### src/verilog/sideband_pkg.sv
package sideband_pkg;

  // ==========================================================================
  // register map (byte addresses, one 32-bit word each)
  // ==========================================================================
  localparam logic [11:0] CTRL_OFFSET      = 12'h000;
  localparam logic [11:0] MGMT_BASE_OFFSET = 12'h004;
  localparam logic [11:0] STATUS_OFFSET    = 12'h008;

  // ==========================================================================
  // control register fields
  // ==========================================================================
  localparam int CTRL_CD_BIT = 0;
  localparam int CTRL_NW_BIT = 1;
  localparam logic [1:0]  CTRL_RESET      = 2'h0;
  localparam logic [31:0] MGMT_BASE_RESET = 32'h0003_0000;

  // ==========================================================================
  // status register fields
  // ==========================================================================
  localparam int ST_MODE_BIT    = 0;
  localparam int ST_PEND_BIT    = 1;
  localparam int ST_STOP_BIT    = 2;
  localparam int ST_WB_BIT      = 3;
  localparam int ST_FLOAT_BIT   = 4;
  localparam int ST_BUSY_BIT    = 5;
  localparam int ST_RESTART_BIT = 6;

  // ==========================================================================
  // synchronised pin vector
  // ==========================================================================
  localparam int PIN_COUNT     = 9;
  localparam int PIN_MGMT_IRQ  = 0;
  localparam int PIN_RESTART   = 1;
  localparam int PIN_STOP_REQ  = 2;
  localparam int PIN_UPGRADE   = 3;
  localparam int PIN_POLICY    = 4;
  localparam int PIN_NB_DONE   = 5;
  localparam int PIN_B_DONE    = 6;
  localparam int PIN_ADDRESS_HOLD     = 7;
  localparam int PIN_BACKOFF   = 8;
  // idle level of each pin, used as synchroniser reset value
  localparam logic [PIN_COUNT-1:0] PIN_IDLE = 9'h16D;

  // ==========================================================================
  // timing
  // ==========================================================================
  localparam int CLK_PERIOD_NS = 25;
  localparam int RESET_MIN_MS  = 1;
  localparam int RESET_MIN_CYCLES = (RESET_MIN_MS * 1000000 + CLK_PERIOD_NS - 1) / CLK_PERIOD_NS;
  localparam int RST_SYNC_STAGES = 2;

  // ==========================================================================
  // state machines
  // ==========================================================================
  typedef enum logic [2:0] {SC_IDLE, SC_HALT, SC_DRAIN, SC_GRANT, SC_STOPPED} stop_state_t;
  typedef enum logic [1:0] {BUS_IDLE, BUS_FIRST, BUS_WAIT} bus_state_t;

endpackage

### src/verilog/pin_sync.sv
`timescale 1ns/10ps
`default_nettype none
module pin_sync
  import sideband_pkg::*;
(
  input  wire logic                 mclk,
  input  wire logic                 rst,
  input  wire logic [PIN_COUNT-1:0] pins_async,
  output logic      [PIN_COUNT-1:0] pins_sync
);

  // ==========================================================================
  // two flip-flops per pin
  // ==========================================================================
  logic [PIN_COUNT-1:0] meta_q;

  genvar i;
  generate
    for (i = 0; i < PIN_COUNT; i = i + 1)
    begin : g_bit
      always_ff @(posedge mclk or posedge rst)
      begin
        if (rst)
        begin
          meta_q[i]    <= PIN_IDLE[i];
          pins_sync[i] <= PIN_IDLE[i];
        end
        else
        begin
          meta_q[i]    <= pins_async[i];
          pins_sync[i] <= meta_q[i];
        end
      end
    end
  endgenerate

endmodule
`default_nettype wire

### src/verilog/system_control.sv
// The register offsets and the APB interface to the registers were chosen for this implementation.
`timescale 1ns/10ps
`default_nettype none
module system_control
  import sideband_pkg::*;
(
  input  wire logic        mclk,
  input  wire logic        rst,
  // apb slave
  input  wire logic        psel,
  input  wire logic        penable,
  input  wire logic        pwrite,
  input  wire logic [11:0] paddr,
  input  wire logic [31:0] pwdata,
  output logic      [31:0] prdata,
  output logic             pready,
  output logic             pslverr,
  // pins
  input  wire logic        mgmt_irq_n,
  input  wire logic        warm_restart,
  input  wire logic        clock_stop_req_n,
  input  wire logic        upgrade_present_n,
  input  wire logic        line_policy_sel,
  input  wire logic        nonburst_done_n,
  input  wire logic        burst_done_n,
  input  wire logic        address_hold,
  input  wire logic        backoff_n,
  output logic             mgmt_active_n,
  output logic             write_not_read,
  output logic             outputs_float,
  // core side
  input  wire logic        instr_boundary,
  input  wire logic        higher_irq,
  input  wire logic        pipes_empty,
  input  wire logic        mode_resume_instr,
  input  wire logic        cycle_start,
  input  wire logic        cycle_write,
  input  wire logic        cycle_fill,
  input  wire logic        burst_last,
  output logic             core_run,
  output logic             save_regs,
  output logic             restart_seq,
  output logic             stop_grant_req,
  output logic             cycle_done,
  output logic             fill_done,
  output logic             fill_writeback,
  output logic             writeback_mode,
  output logic             cache_disable_bit,
  output logic             no_writethrough_bit,
  output logic      [31:0] mgmt_area_base
);

  // ==========================================================================
  // pin synchronisers and reset release
  // ==========================================================================
  logic [PIN_COUNT-1:0]       pins;
  logic [RST_SYNC_STAGES-1:0] rst_pipe_q;
  logic                       in_reset;

  // synchronisers run through reset so the straps are seen before it falls
  pin_sync u_sync (
    .mclk       (mclk),
    .rst        (1'b0),
    .pins_async ({backoff_n, address_hold, burst_done_n, nonburst_done_n,
                  line_policy_sel, upgrade_present_n, clock_stop_req_n,
                  warm_restart, mgmt_irq_n}),
    .pins_sync  (pins)
  );

  always_ff @(posedge mclk or posedge rst)
  begin
    if (rst)
      rst_pipe_q <= '1;
    else
      rst_pipe_q <= {rst_pipe_q[RST_SYNC_STAGES-2:0], 1'b0};
  end

  assign in_reset = rst_pipe_q[RST_SYNC_STAGES-1];

  // ==========================================================================
  // straps, caught while reset is still seen internally
  // ==========================================================================
  logic upgrade_strap_q;
  logic float_q;
  logic float_d;

  assign float_d = upgrade_strap_q & ~pins[PIN_UPGRADE] & ~in_reset;

  always_ff @(posedge mclk or posedge rst)
  begin
    if (rst)
    begin
      upgrade_strap_q  <= 1'b0;
      writeback_mode   <= 1'b0;
    end
    else if (in_reset)
    begin
      upgrade_strap_q  <= ~pins[PIN_UPGRADE];
      writeback_mode   <= pins[PIN_POLICY];
    end
  end

  always_ff @(posedge mclk or posedge rst)
  begin
    if (rst)
      float_q <= 1'b0;
    else
      float_q <= float_d;
  end

  assign outputs_float = float_q;

  // ==========================================================================
  // management interrupt
  // ==========================================================================
  logic irq_prev_q;
  logic irq_pend_q;
  logic irq_fall;
  logic take_irq;
  logic mgmt_mode_q;
  logic boundary;

  assign boundary = instr_boundary & core_run;
  assign irq_fall = irq_prev_q & ~pins[PIN_MGMT_IRQ];
  assign take_irq = boundary & irq_pend_q & ~mgmt_mode_q;

  always_ff @(posedge mclk or posedge rst)
  begin
    if (rst)
      irq_prev_q <= 1'b1;
    else
      irq_prev_q <= pins[PIN_MGMT_IRQ];
  end

  // an edge in the service cycle stays pending
  always_ff @(posedge mclk or posedge rst)
  begin
    if (rst)
      irq_pend_q <= 1'b0;
    else if (irq_fall & (~irq_pend_q | take_irq))
      irq_pend_q <= 1'b1;
    else if (take_irq)
      irq_pend_q <= 1'b0;
  end

  always_ff @(posedge mclk or posedge rst)
  begin
    if (rst)
    begin
      mgmt_mode_q   <= 1'b0;
      mgmt_active_n <= 1'b1;
    end
    else if (take_irq)
    begin
      mgmt_mode_q   <= 1'b1;
      mgmt_active_n <= 1'b0;
    end
    else if (mgmt_mode_q & mode_resume_instr)
    begin
      mgmt_mode_q   <= 1'b0;
      mgmt_active_n <= 1'b1;
    end
  end

  always_ff @(posedge mclk or posedge rst)
  begin
    if (rst)
      save_regs <= 1'b0;
    else
      save_regs <= take_irq;
  end

  // ==========================================================================
  // warm restart
  // ==========================================================================
  logic restart_pend_q;
  logic take_restart;

  assign take_restart = boundary & restart_pend_q & ~take_irq;

  always_ff @(posedge mclk or posedge rst)
  begin
    if (rst)
      restart_pend_q <= 1'b0;
    else if (pins[PIN_RESTART])
      restart_pend_q <= 1'b1;
    else if (take_restart)
      restart_pend_q <= 1'b0;
  end

  // straps, cache bits and base are never touched by this pulse
  always_ff @(posedge mclk or posedge rst)
  begin
    if (rst)
      restart_seq <= 1'b0;
    else
      restart_seq <= take_restart;
  end

  // ==========================================================================
  // stop clock sequence
  // ==========================================================================
  stop_state_t stop_q;
  logic        bus_end;

  always_ff @(posedge mclk or posedge rst)
  begin
    if (rst)
      stop_q <= SC_IDLE;
    else
    begin
      case (stop_q)
        SC_IDLE:
          if (~pins[PIN_STOP_REQ])
            stop_q <= SC_HALT;
        SC_HALT:
          if (boundary & ~irq_pend_q & ~higher_irq & ~restart_pend_q)
            stop_q <= SC_DRAIN;
        SC_DRAIN:
          if (pipes_empty)
            stop_q <= SC_GRANT;
        SC_GRANT:
          if (bus_end)
            stop_q <= SC_STOPPED;
        SC_STOPPED:
          if (pins[PIN_STOP_REQ])
            stop_q <= SC_IDLE;
        default:
          stop_q <= SC_IDLE;
      endcase
    end
  end

  always_ff @(posedge mclk or posedge rst)
  begin
    if (rst)
      stop_grant_req <= 1'b0;
    else
      stop_grant_req <= (stop_q == SC_GRANT) & ~bus_end;
  end

  always_ff @(posedge mclk or posedge rst)
  begin
    if (rst)
      core_run <= 1'b0;
    else
      core_run <= ~in_reset & ~float_d & (stop_q == SC_IDLE || stop_q == SC_HALT);
  end

  // ==========================================================================
  // bus cycle completion
  // ==========================================================================
  bus_state_t bus_q;
  logic       first_xfer_q;
  logic       fill_q;
  logic       nb_ready;
  logic       b_ready;

  // address hold does not gate the readies
  assign nb_ready = ~pins[PIN_NB_DONE];
  assign b_ready  = ~pins[PIN_B_DONE];
  assign bus_end  = (bus_q == BUS_WAIT) & (nb_ready | (b_ready & burst_last));

  always_ff @(posedge mclk or posedge rst)
  begin
    if (rst)
      bus_q <= BUS_IDLE;
    else
    begin
      case (bus_q)
        BUS_IDLE:
          if (cycle_start)
            bus_q <= BUS_FIRST;
        BUS_FIRST:
          bus_q <= pins[PIN_BACKOFF] ? BUS_WAIT : BUS_IDLE;
        BUS_WAIT:
          if (~pins[PIN_BACKOFF] | bus_end)
            bus_q <= BUS_IDLE;
        default:
          bus_q <= BUS_IDLE;
      endcase
    end
  end

  always_ff @(posedge mclk or posedge rst)
  begin
    if (rst)
    begin
      write_not_read <= 1'b0;
      fill_q         <= 1'b0;
    end
    else if (bus_q == BUS_IDLE && cycle_start)
    begin
      write_not_read <= cycle_write;
      fill_q         <= cycle_fill & ~cycle_write;
    end
  end

  always_ff @(posedge mclk or posedge rst)
  begin
    if (rst)
      first_xfer_q <= 1'b0;
    else if (bus_q == BUS_FIRST)
      first_xfer_q <= 1'b1;
    else if (bus_q == BUS_WAIT && (nb_ready | b_ready))
      first_xfer_q <= 1'b0;
  end

  always_ff @(posedge mclk or posedge rst)
  begin
    if (rst)
      fill_writeback <= 1'b0;
    else if (bus_q == BUS_WAIT && first_xfer_q && fill_q && (nb_ready | b_ready))
      fill_writeback <= writeback_mode & pins[PIN_POLICY] & ~no_writethrough_bit;
  end

  always_ff @(posedge mclk or posedge rst)
  begin
    if (rst)
    begin
      cycle_done <= 1'b0;
      fill_done  <= 1'b0;
    end
    else
    begin
      cycle_done <= bus_end;
      fill_done  <= bus_end & fill_q;
    end
  end

  // ==========================================================================
  // apb register file
  // ==========================================================================
  logic        setup;
  logic        access;
  logic [31:0] rd_d;
  logic        err_d;
  logic [31:0] status;

  assign setup  = psel & ~penable;
  assign access = psel & penable & pready;

  assign status = {25'h000_0000, restart_pend_q, (bus_q != BUS_IDLE), float_q,
                   writeback_mode, (stop_q == SC_STOPPED), irq_pend_q, mgmt_mode_q};

  always_comb
  begin
    rd_d  = 32'h0000_0000;
    err_d = 1'b0;
    if (paddr == CTRL_OFFSET)
      rd_d = {30'h0000_0000, no_writethrough_bit, cache_disable_bit};
    else if (paddr == MGMT_BASE_OFFSET)
      rd_d = mgmt_area_base;
    else if (paddr == STATUS_OFFSET)
      rd_d = status;
    else
      err_d = 1'b1;
  end

  always_ff @(posedge mclk or posedge rst)
  begin
    if (rst)
    begin
      pready  <= 1'b0;
      prdata  <= 32'h0000_0000;
      pslverr <= 1'b0;
    end
    else
    begin
      pready  <= setup;
      pslverr <= setup & err_d;
      prdata  <= (setup & ~pwrite) ? rd_d : 32'h0000_0000;
    end
  end

  // hard reset only; warm restart leaves these alone
  always_ff @(posedge mclk or posedge rst)
  begin
    if (rst)
    begin
      cache_disable_bit   <= CTRL_RESET[CTRL_CD_BIT];
      no_writethrough_bit <= CTRL_RESET[CTRL_NW_BIT];
    end
    else if (access && pwrite && paddr == CTRL_OFFSET)
    begin
      cache_disable_bit   <= pwdata[CTRL_CD_BIT];
      no_writethrough_bit <= pwdata[CTRL_NW_BIT];
    end
  end

  always_ff @(posedge mclk or posedge rst)
  begin
    if (rst)
      mgmt_area_base <= MGMT_BASE_RESET;
    else if (access && pwrite && paddr == MGMT_BASE_OFFSET)
      mgmt_area_base <= pwdata;
  end

endmodule
`default_nettype wire

### config.mk
export PLATFORM = sky130hd
export DESIGN_NAME = system_control
export DESIGN_NICKNAME = d
export VERILOG_FILES = /design/src/verilog/sideband_pkg.sv /design/src/verilog/pin_sync.sv /design/src/verilog/system_control.sv
export SDC_FILE = /design/constraint.sdc
export NUM_CORES = 1
export LEC_CHECK = 0
export BUFFER_PORTS_ARGS = -buffer_cell sky130_fd_sc_hd__buf_2
export CAP_MARGIN = 20
export CELL_PAD_IN_SITES_DETAIL_PLACEMENT = 0
export CELL_PAD_IN_SITES_GLOBAL_PLACEMENT = 1
export CORE_MARGIN = 3
export CORE_UTILIZATION = 39
export CTS_CLUSTER_DIAMETER = 80
export CTS_CLUSTER_SIZE = 25
export DETAILED_ROUTE_END_ITERATION = 12
export GPL_TIMING_DRIVEN = 0
export HOLD_SLACK_MARGIN = 0.03
export PLACE_DENSITY_LB_ADDON = 0.1
export REMOVE_ABC_BUFFERS = 1
export SKIP_LAST_GASP = 1
export SLEW_MARGIN = 5
export SYNTH_ARGS = -nofsm -noshare
export SYNTH_HDL_FRONTEND = slang
export SYNTH_SLANG_ARGS = --single-unit
### constraint.sdc
create_clock -name mclk -period 3.5 [get_ports mclk]
set_input_delay 0.7 -clock mclk [delete_from_list [all_inputs] [get_ports mclk]]
set_output_delay 0.7 -clock mclk [all_outputs]
set_load 0.02 [all_outputs]
# Word level (Yosys, flattened, before mapping)
# Index checks and enable logic that the tools add are counted.
[totals] in_bits=66 latch_bits=0 romBits=0 memories=0 ramBits=0 register_bits=109
[op_classes] eq_ne=15 magnitude_cmp=0 n_mux=27 n_div=0 addsub=0 bitwise=48 n_shift=0 reduce_logical=19 multipliers=0
[ops] cell="$mux 32" n=3
[ops] cell="$and 1x1->1" n=27
[ops] cell="$not 1->1" n=17
[ops] cell="$mux 3" n=5
[ops] cell="$pmux 3 s5" n=1
[ops] cell="$mux 1" n=13
[ops] cell="$eq 12x3->1 const B" n=1
[ops] cell="$eq 12x4->1 const B" n=1
[ops] cell="$logic_not 12->1" n=1
[ops] cell="$ne 2x2->1 const B" n=6
[ops] cell="$reduce_bool 2->1" n=5
[ops] cell="$logic_and 1x1->1" n=8
[ops] cell="$mux 7" n=1
[ops] cell="$eq 3x2->1 const B" n=2
[ops] cell="$mux 2" n=3
[ops] cell="$pmux 2 s3" n=1
[ops] cell="$reduce_and 5->1" n=1
[ops] cell="$or 1x1->1" n=4
[ops] cell="$eq 3x1->1 const B" n=1
[ops] cell="$eq 3x3->1 const B" n=1
[ops] cell="$logic_not 3->1" n=1
[ops] cell="$eq 2x1->1 const B" n=1
[ops] cell="$eq 2x2->1 const B" n=1
[ops] cell="$logic_not 2->1" n=1
[ops] cell="3 further kinds" n=3

# Depth between registers and ports, before layout
# Gate-level depths: netlist of the first run.
[depth] word_depth=7 mapped_depth=5

# Hierarchy
# From an unflattened synthesis of the first run, not the netlist that was laid out.
[hier_totals] cells_unflattened=306 hier_area_um2=4083.9
[by_module_without_submodules] mod="system_control" instances=1 seq_area_each_um2=2334.7 cells_per_inst=287 area_each_um2=3614.7
[by_module_without_submodules] mod="pin_sync" instances=1 seq_area_each_um2=465.4 cells_per_inst=19 area_each_um2=469.2

# Worst setup path before layout of the first run
# OpenSTA, ideal clock, no wires.
[synth_path] path_kind="input -> register" from="input port paddr[1]" to="register mgmt_area_base[0]" path_slack_ns=1.642 t_arrival_ns=1.733 path_stages=4 path_cell_list="nor4_4 > nand4_4 > buf_6 > mux2_4"
[synth_between] elab_chain_len=2
[synth_rtl] item="start: declaration" line_no="system_control.sv:13" rtl="input wire logic [11:0] paddr,"
[synth_rtl] item="$eq 12x3->1" line_no="system_control.sv:395" rtl="else if (access && pwrite && paddr == MGMT_BASE_OFFSET)"
[synth_rtl] item="$logic_and 1x1->1" line_no="system_control.sv:395"
[synth_rtl] item="end signal: assignment" line_no="system_control.sv:396" rtl="mgmt_area_base <= pwdata;"
[synth_rtl] item="end: declaration" line_no="system_control.sv:50" rtl="output logic [31:0] mgmt_area_base"
# Every way passes these cells.
# A chain may end at the register's enable or synchronous reset.

# Worst setup path in the final report of the first run
[layout_path] from="input port paddr[1]" to="register mgmt_area_base[28]"
# Same word-level chain as after synthesis.

==> results.txt, run 1 <==
----------------------------------------------------
[GRT]
  Maximum number of pins on one net before global-route repair ... 62
  Total GRT Usage ... 14.8%
  Global-route wire length before repair ... 13000 um
  Vias in the first global route ... 2481
  Sum of overflow across all layers after global routing ... 0
  Initial antenna violation count ... 0

[Clocking]
  Clock latency at the later pin of the worst-skew pair ... around 360 ps
  Count of instances resized after the clock tree is built ... 0
  Clock tree from TritonCTS ... done
  Maximum buffer depth of the clock tree ... 2
  H-Tree Level Count ... 3
  Number of buffers added by the clock tree synthesis step ... 9
  Clock slew at the register clock pins of the worst setup and hold paths ... ~90 ps
  Total setup buffers inserted after CTS ... 0
  Number of buffers inserted by hold repair at cts ... 0
  Root Driver ... sky130_fd_sc_hd__clkbuf_8
  Number of sinks handled by clock tree synthesis ... between 100 and 150

[Critical path]
  Kind of end point of the critical path ... register
  Critical Path Max Stage Delay ... 760 ps
  Worst reg2reg startpoint ... pready
  Setup CP Type ... primary input to register
  Critical Path Fanout Max ... 32
  Worst reg2reg path depth ... 3
  Slowest cell on crit path ... sky130_fd_sc_hd__nand4_4
  Data required time at the worst endpoint ... 3750 ps
  CP bufs+invs ... 1
  Nature of the critical path startpoint ... primary input
  Family with the most delay on the worst path ... simple AND/OR/NAND/NOR gates
  Capture point of the worst reg-to-reg path ... mgmt_area_base[28]
  Worst setup slack for register-to-register paths ... about 1500 ps
  Sequence of cells on the critical path ... buf_2 > nor4_4 > nand4_4 > mux2_4
  Worst EP arrival ... 2560 ps

[Routing]
  Final WL ... between 8000 and 9000 um
  Post-route ant nets ... 0
  Drt first-iter violations ... 90
  Residual DRC ... 0
  Number of iterations in the first detailed-routing pass ... 4
  Routed length per placed instance ... about 15 um
  Total number of vias ... 2500
  Vias per cell ... approximately 4.5

[Pwr]
  Ratio of total power to cell area ... 445 nW/um^2
  Peak ir drop on the vdd network ... 190 uV
  Leakage power summed over all cells ... roughly 0.0028 uW

[Synthesis]
  Synth cell types ... 45
  Part of the Yosys area used for sequential elements ... 66.7%
  Summed instance area of the synthesized netlist ... 3980 sq um
  Cell taking the most area after synthesis ... sky130_fd_sc_hd__dfrtp_1
  Share of async-settable or async-resettable flops after synthesis ... 85.3%
  Number of warnings issued by yosys ... 0
  Most used DFF post-synth ... sky130_fd_sc_hd__dfrtp_1
  EDFF count, synth ... 0
  Area fraction of the dominant cell type after synthesis ... 54.7%
  Post-Synthesis Mean Instance Area ... 15.0 sq um
  Number of flip-flops and latches in the synthesized netlist ... 109
  Instance count of the mapped netlist ... 265
  Dominant cells by area after synthesis ... sky130_fd_sc_hd__dfrtp_1 55%, sky130_fd_sc_hd__mux2_4 11%, sky130_fd_sc_hd__dfxtp_1 8.0%

[Min path]
  Instance count along the most critical hold path ... 0
  Hold path startpoint ... u_sync.pins_sync[0]
  Endpoint of the worst hold-timing path ... irq_prev_q
  Hold/Removal Path Class ... register to register

[Place]
  Post-placement cell count ... 536
  Post-Place Cell Area ... 4840 sq um
  Gp weighted congestion ... 0.721
  Setup WS pre-CTS ... 747 ps
  IO Port Bufs ... approximately 140
  DP Wirelength ... between 5000 and 6000 um

[Timing]
  Number of hold violations in the final report ... 0
  Worst slack on hold paths ... approximately 310 ps
  Finish-stage setup viols ... 0
  Slew of the pin with the lowest slew margin ... 875 ps
  Maximum clock skew at final layout ... 6.37 ps
  RSZ-0062 raised after global routing ... no
  Final worst-path setup slack ... between 1000 and 1500 ps
  Total negative slack for setup checks ... 0 ps
  Max-slew violation total from the final report ... 0
  Worst relative slew slack ... approximately two fifths
  Post-route clock period utilization ... 66.1%
  Max Freq ... 432 MHz
  Minimum period implied by the final worst setup slack ... 2310 ps

[Layout]
  Antenna cell count ... 0
  Share of post-route cells with drive strength above 1 ... 49.9%
  Most common cell after layout, fill and taps aside ... sky130_fd_sc_hd__buf_2
  Final cell count without fillers ... between 500 and 600
  Area growth, synth to finish ... 26.1%
  Non-Filler Cell Area, Final ... 5020 sq um
  Commonest cells after routing, fill and taps aside ... 143 x sky130_fd_sc_hd__buf_2, 87 x sky130_fd_sc_hd__dfrtp_1, 30 x sky130_fd_sc_hd__mux2_4, 26 x sky130_fd_sc_hd__and2_1, 16 x sky130_fd_sc_hd__dfxtp_1
  Count of nets after finishing ... 480

[Die]
  Floorplan core area ... 9860 sq um
  Die ar. ... 11500 sq um
  Height of the chip ... 107 um
  Row Count ... 36
  I/O pin cnt ... 145
  Initial core utilization ... 40.4%
  Width of the die ... ~110 um

[Outcome]
  Status ... finished clean

[Flow run]
  Max-cap violations ... 0

----------------------------------------------------
==> cell families after synthesis <==
kind of cell | Yosys count | share of synthesized area, %
AO/OA/AOI/OAI | 30 | 5.41
buffers and inverters | 17 | 2.33
flip-flops | 109 | 66.7
multiplexers | 38 | 13.5
other | 1 | 0.0942
AND/OR/NAND/NOR | 70 | 12.0
==> worst max-delay path by stage <==
stage / startpoint / to / slack [ps] / cells after the start
4_1_cts: paddr[1] / mgmt_area_base[8] / 1160 / 4
3_5_place_dp: paddr[1] / mgmt_area_base[8] / 750 / 4
2_1_floorplan: rst / bus_q[0] / 390 / 1
3_3_place_gp: rst / irq_pend_q / -730 / 2
6_report: paddr[1] / mgmt_area_base[28] / 1190 / 4
5_1_grt: paddr[1] / mgmt_area_base[18] / 1050 / 4
==> metal layers <==
metal	global-route usage, %	wire length, um	up-vias
met1	20.0	3600	1194
li1	-	-	1217
met2	22.0	3840	81
met5	0	0	-
met4	5.21	97	0
met3	5.42	660	8
==> area by class of cell <==
type	count	area [sq um]
fillers	890	4840
flip-flops and latches	109	2660
multi-input cells	139	1230
repair buffers	144	743
well taps	133	166
clock buffers	12	155
inverters	11	43.8
clock inverters	4	22.5
==> power breakdown <==
group | switching [uW] | internal, uW
combinational | 110 | 81.7
clock | 402 | 295
sequential | 34.7 | 1310
total | 547 | 1690
==> through the flow <==
stage	power (uW)	utilization, %
3_3_place_gp	1560	48.8
5_1_grt	2350	50.9
4_1_cts	2270	50.9
2_1_floorplan	1470	-
6_report	2230	50.9
3_5_place_dp	1570	49.1
==> state kept, by name, summed over array words and instances, names as in the netlist, 2 cells and up <==
signal	count
u_sync.pins_sync	8
mgmt_area_base	32
bus_q	2
prdata	32
stop_q	3
u_sync.meta_q	8
rst_pipe_q	2
==> cells in the mapped netlist (all sizes together), types with 4 or more instances <==
| master | n |
|---|---|
| and2 | 26 |
| nor2 | 12 |
| inv | 11 |
| nor4 | 4 |
| dfrtp | 87 |
| buf | 4 |
| dfxtp | 16 |
| nand2b | 4 |
| mux2 | 36 |
| a21oi | 6 |
| dfstp | 6 |
| nand2 | 4 |
| o21ai | 5 |
No activity file was read; power rests on OpenSTA's default activity.
==> run 2: changes to the inputs <==
--- a/config.mk
+++ b/config.mk
@@ -10,7 +10,7 @@
 export CELL_PAD_IN_SITES_DETAIL_PLACEMENT = 0
 export CELL_PAD_IN_SITES_GLOBAL_PLACEMENT = 1
 export CORE_MARGIN = 3
-export CORE_UTILIZATION = 39
+export CORE_UTILIZATION = 35
 export CTS_CLUSTER_DIAMETER = 80
 export CTS_CLUSTER_SIZE = 25
 export DETAILED_ROUTE_END_ITERATION = 12
==> constraint.sdc (replaced) <==
create_clock -name mclk -period 1.9 [get_ports mclk]
set_input_delay 0.38 -clock mclk [delete_from_list [all_inputs] [get_ports mclk]]
set_output_delay 0.38 -clock mclk [all_outputs]
set_load 0.02 [all_outputs]
==> run 2 against run 1 <==
Global-route usage shrank 0.35 points; die area grew 11%; cell count grew 1.8%; register-to-register slack lost 1100 ps; setup slack lost 970 ps.
==> results.txt, run 2 (synthesis gave the netlist of run 1 again) <==
----------------------------------------------------
[Outcome]
  Status ... finished clean

[GRT]
  Vias in the first global route ... ~2600
  Total GRT Usage ... 14.5%
  Initial antenna violation count ... 0
  Global-route wire length before repair ... 14200 um
  Maximum number of pins on one net before global-route repair ... 51
  Sum of overflow across all layers after global routing ... 0

[Layout]
  Commonest cells after routing, fill and taps aside ... 143 x sky130_fd_sc_hd__buf_2, 87 x sky130_fd_sc_hd__dfrtp_1, 30 x sky130_fd_sc_hd__mux2_4, 26 x sky130_fd_sc_hd__and2_1, 16 x sky130_fd_sc_hd__dfxtp_1
  Utilization after layout ... between 40% and 50%
  Count of nets after finishing ... 483
  Largest registers ... mgmt_area_base: 32 flops, prdata: 32 flops
  Most common cell after layout, fill and taps aside ... sky130_fd_sc_hd__buf_2
  Antenna cell count ... 0
  Final cell count without fillers ... 562
  Area growth, synth to finish ... 30.6%
  Share of post-route cells with drive strength above 1 ... 50.5%

[Timing]
  Maximum clock skew at final layout ... 6.26 ps
  Finish-stage setup viols ... 0
  RSZ-0062 raised after global routing ... no
  Worst slack on hold paths ... approximately 96 ps
  Worst relative slew slack ... between 50% and 60%
  Number of hold violations in the final report ... 0
  Max Freq ... just under 600 MHz
  Post-route clock period utilization ... 88.7%
  Max-slew violation total from the final report ... 0
  Minimum period implied by the final worst setup slack ... 1690 ps
  Slew of the pin with the lowest slew margin ... 639 ps

[Critical path]
  Setup CP Type ... primary input to register
  Critical Path Fanout Max ... 25
  Slowest cell on crit path ... sky130_fd_sc_hd__and4_2
  Critical Path Max Stage Delay ... 660 ps
  Worst reg2reg path depth ... 4
  Data required time at the worst endpoint ... 2180 ps
  Kind of end point of the critical path ... register
  Sequence of cells on the critical path ... buf_2 > nor4_4 > and4_2 > and2_1
  Nature of the critical path startpoint ... primary input
  Worst EP arrival ... 1960 ps

[Place]
  IO Port Bufs ... approximately 140
  Gp weighted congestion ... ~0.74
  DP Wirelength ... 6060 um
  Post-placement cell count ... 543

[Routing]
  Final WL ... 8960 um
  Sum of routed wire segments on met1 ... 4110 um
  Vias per cell ... 4.59
  Top sig layer ... met4
  Residual DRC ... 0
  Routed length per placed instance ... between 15 and 20 um
  Number of iterations in the first detailed-routing pass ... 4
  Met2 layer wire length in the routed design ... 4090 um
  Total number of vias ... 2579
  Post-route ant nets ... 0
  Total met3 wirelength after detailed routing ... between 600 and 700 um
  Drt first-iter violations ... 70

[Clocking]
  Clock tree from TritonCTS ... done
  Root Driver ... sky130_fd_sc_hd__clkbuf_16
  Clock slew at the register clock pins of the worst setup and hold paths ... roughly 70 ps
  Number of sinks handled by clock tree synthesis ... 109
  Clock latency at the later pin of the worst-skew pair ... between 300 and 400 ps
  Maximum buffer depth of the clock tree ... 2
  H-Tree Level Count ... 3
  Number of buffers added by the clock tree synthesis step ... 9

[Die]
  Height of the chip ... around 110 um
  Floorplan core area ... 11000 sq um
  Width of the die ... about 110 um
  Row Count ... 38
  Initial core utilization ... a little over a third
  I/O pin cnt ... between 100 and 150
  Die ar. ... between 10000 and 15000 sq um

[Pwr]
  Ratio of total power to cell area ... a little under 900 nW/um^2
  Leakage power summed over all cells ... between 0.002 and 0.003 uW
  Overall power after layout ... roughly 4600 uW
  Peak ir drop on the vdd network ... 822 uV

[Min path]
  Hold/Removal Path Class ... primary input to asynchronous set/reset pin

[Flow run]
  Max-cap violations ... 0

----------------------------------------------------
-- run 2: cell count changes in the layout (fill, tap and decap cells not counted), sizes merged --
cell	previous run	this run
nand4	3	4
buf	144	146
clkinv	3	4
clkbuf	12	11
-- run 2: area by class of cell --
cell class,instances,area [sq um]
inverter,11,43.8
clock inverter,5,35.0
multi-input combinational,140,1250
tap,140,175
clock buffer,11,253
fill,1038,5780
timing repair buffer,146,783
sequential,109,2660
-- run 2: timing repair --
item / in CTS / in global routing
buffers inserted: 0 / 2
cloned: 1 / 0
resized for setup: 1 / 0
pin swaps: 1 / 2
hold buffers: 0 / 0
setup endpoints to repair: 32 / 30
-- run 2: path summary, 6_finish.rpt --
path,from,to,slack [ps]
worst max-delay path,paddr[9],prdata[8],210
worst min-delay path,rst,prdata[14],100
worst max register to register,pready,mgmt_area_base[28],360
worst min register to register,u_sync.pins_sync[0],irq_prev_q,310
max in group asynchronous,rst,rst_pipe_q[0],1120
min in group mclk,clock_stop_req_n,u_sync.meta_q[2],130
-- run 2: metrics by stage --
stage / setup TNS (ps) / setup WS (ps) / area, sq um
after floorplan: -80400 / -890 / 3930
after global placement: -205560 / -2090 / 4820
after detailed placement: -17060 / -545 / 4850
after CTS: -200 / -15.6 / 5160
after global routing: 0 / 125 / 5200
final: 0 / 214 / 5200
-- run 2: metal layers --
layer  track usage [%]  vias to the layer above
met5                 0                        -
met1              20.3                     1264
met4              4.57                        0
met3              4.69                        9
met2              21.4                       89
li1                  -                     1217
-- run 2: power breakdown --
| group | total, uW | switching (uW) | leakage, uW | internal, uW |
|---|---|---|---|---|
| Clock | 1780 | 823 | 0.000141 | 961 |
| Sequential | 2480 | 68.1 | 0.00138 | 2420 |
| Combinational | 357 | 206 | 0.00135 | 151 |
-- run 2: worst max-delay path, delay by kind of cell --
family	cells	cell delay (ps)
simple gates	3	1460
buf+inv	1	110
==> run 3: changes to the inputs <==
--- a/config.mk
+++ b/config.mk
@@ -9,6 +9,7 @@
 export CAP_MARGIN = 20
 export CELL_PAD_IN_SITES_DETAIL_PLACEMENT = 0
 export CELL_PAD_IN_SITES_GLOBAL_PLACEMENT = 1
+export CORE_ASPECT_RATIO = 1.4
 export CORE_MARGIN = 3
 export CORE_UTILIZATION = 35
 export CTS_CLUSTER_DIAMETER = 80
==> run 3 against run 2 <==
Cell count is 0.18% higher; die area up 0.14%; critical path depth unchanged; worst hold slack better by 1.4 ps; combinational power hardly changed; final area rose by 1.4%; sequential share of layout area down 0.70 points; setup slack better by 92 ps; first-iteration DRC count shrank 4.3%.
==> results.txt, run 3 (synthesis gave the netlist of run 1 again) <==
----------------------------------------------------
[Die]
  Height of the chip ... 132 um
  Width of the die ... approximately 96 um
  Die ar. ... 12700 sq um
  Row Count ... 45
  Initial core utilization ... between 30% and 40%
  I/O pin cnt ... 145
  Floorplan core area ... approximately 11000 sq um

[Timing]
  Final worst-path setup slack ... 306 ps
  RSZ-0062 raised after global routing ... no
  Worst relative slew slack ... approximately 60%
  Max Freq ... 627 MHz
  Post-route clock period utilization ... 83.9%
  Minimum period implied by the final worst setup slack ... 1590 ps
  Slew of the pin with the lowest slew margin ... between 500 and 600 ps
  Finish-stage setup viols ... 0
  Number of hold violations in the final report ... 0
  Max-slew violation total from the final report ... 0
  Maximum clock skew at final layout ... about 4.4 ps

[Routing]
  Residual DRC ... 0
  Vias per cell ... 4.61
  Total number of vias ... 2593
  Drt first-iter violations ... 67
  Final WL ... around 8700 um
  Number of iterations in the first detailed-routing pass ... 4
  Routed length per placed instance ... 15.5 um
  Post-route ant nets ... 0

[Pwr]
  Part of the total power dissipated in the clock network ... between 40 and 50%
  Peak ir drop on the vdd network ... 446 uV
  Switching component of the power ... 1080 uW
  Total internal power ... around 3900 uW
  Share of total power in sequential cells ... 49.5%
  Leakage power summed over all cells ... a little under 0.003 uW
  Ratio of total power to cell area ... 951 nW/um^2
  Combinational fraction of design power ... 7.1%
  Switching share of power ... 21.6%

[GRT]
  Initial antenna violation count ... 0
  Global-route wire length before repair ... 14000 um
  Maximum number of pins on one net before global-route repair ... 51
  Sum of overflow across all layers after global routing ... 0
  Total GRT Usage ... 14.6%
  Vias in the first global route ... around 2700

[Critical path]
  Worst reg2reg startpoint ... pready
  Family with the most delay on the worst path ... simple AND/OR/NAND/NOR gates
  CP Launch Point ... paddr[9]
  Sequence of cells on the critical path ... buf_2 > nor4_4 > and4_2 > and2_1
  Critical Path Max Stage Delay ... 620 ps
  Nature of the critical path startpoint ... primary input
  Data required time at the worst endpoint ... 2180 ps
  Worst setup slack for register-to-register paths ... 420 ps
  Slowest cell on crit path ... sky130_fd_sc_hd__and4_2
  Worst reg2reg path depth ... 4
  Critical Path Fanout Max ... 25
  Setup CP Type ... primary input to register
  Kind of end point of the critical path ... register
  Capture point of the worst reg-to-reg path ... mgmt_area_base[12]
  Worst EP arrival ... 1870 ps
  CP bufs+invs ... 1

[Place]
  IO Port Bufs ... 143
  Gp weighted congestion ... approximately 0.82
  DP Wirelength ... 6090 um
  Setup WS pre-CTS ... -525 ps

[Layout]
  Utilization after layout ... 48.0%
  Commonest cells after routing, fill and taps aside ... 143 x sky130_fd_sc_hd__buf_2, 87 x sky130_fd_sc_hd__dfrtp_1, 30 x sky130_fd_sc_hd__mux2_4, 26 x sky130_fd_sc_hd__and2_1, 16 x sky130_fd_sc_hd__dfxtp_1
  Count of nets after finishing ... 483
  Share of post-route cells with drive strength above 1 ... between 50% and 60%
  Area growth, synth to finish ... 32.4%
  Most common cell after layout, fill and taps aside ... sky130_fd_sc_hd__buf_2
  Largest registers ... mgmt_area_base: 32 flops, prdata: 32 flops
  Antenna cell count ... 0

[Clocking]
  H-Tree Level Count ... 3
  Maximum buffer depth of the clock tree ... 2
  Clock tree from TritonCTS ... done
  Clock slew at the register clock pins of the worst setup and hold paths ... roughly 70 ps
  Number of sinks handled by clock tree synthesis ... 109
  Root Driver ... sky130_fd_sc_hd__clkbuf_16
  Number of buffers added by the clock tree synthesis step ... 9
  Clock latency at the later pin of the worst-skew pair ... 340 ps
  Number of buffers inserted by hold repair at cts ... 0

[Min path]
  Hold/Removal Path Class ... primary input to asynchronous set/reset pin

[Outcome]
  Status ... finished clean

[Flow run]
  Max-cap violations ... 0

----------------------------------------------------
## run 3: cell count changes in the layout (fill, tap and decap cells not counted)
cell,change
sky130_fd_sc_hd__bufinv_16,+3
sky130_fd_sc_hd__clkinv_2,-2
sky130_fd_sc_hd__clkinv_4,-1
## run 3: cell type report
cell class,count,area (sq um)
clock inverter,5,106
sequential,109,2660
tap,141,176
timing repair buffer,146,783
fill,1047,5710
multi-input combinational,140,1250
inverter,11,43.8
clock buffer,11,253
## run 3: what timing repair did
action / 4_1_cts / 5_1_grt
gates cloned: 1 / 0
resized for setup: 1 / 0
pin swaps: 0 / 2
setup buffers: 0 / 2
endpoints found under the setup margin: 32 / 32
## run 3: power by group through the flow
stage	Sequential, uW	Clock [uW]	Combinational (uW)
after floorplan	2550	0	156
after global placement	2530	0	346
after detailed placement	2530	0	362
after CTS	2480	2250	366
after global routing	2490	2340	398
final	2480	2170	356
## run 3: how the worst max path moves through the flow
stage / end / slack [ps] / depth (start not counted)
after floorplan: bus_q[0] / -890 / 1
after global placement: irq_pend_q / -2050 / 2
after detailed placement: mgmt_area_base[12] / -530 / 4
after CTS: mgmt_area_base[0] / 10 / 4
after global routing: prdata[12] / 200 / 4
final: prdata[8] / 310 / 4
## run 3: metal layers
metal / up-vias / share of wire, % / wire [um] / GRT usage, %
met1: 1259 / 40 / 3520 / 17.7
met2: 95 / 50 / 4390 / 23.5
met5: - / 0 / 0 / 0
li1: 1225 / - / - / -
met4: 0 / 2.0 / 174 / 6.72
met3: 14 / 7.5 / 655 / 4.23
## run 3: stage by stage
stage	hold WS (ps)	total power (uW)	cells	cell area [sq um]	TNS [ps]
floorplan	294	2710	259	3930	-80400
global placement	298	2870	543	4820	-200940
detailed placement	300	2890	544	4850	-16570
CTS	115	5100	561	5230	0
global route	118	5230	563	5270	0
finish	97.1	5010	563	5270	0
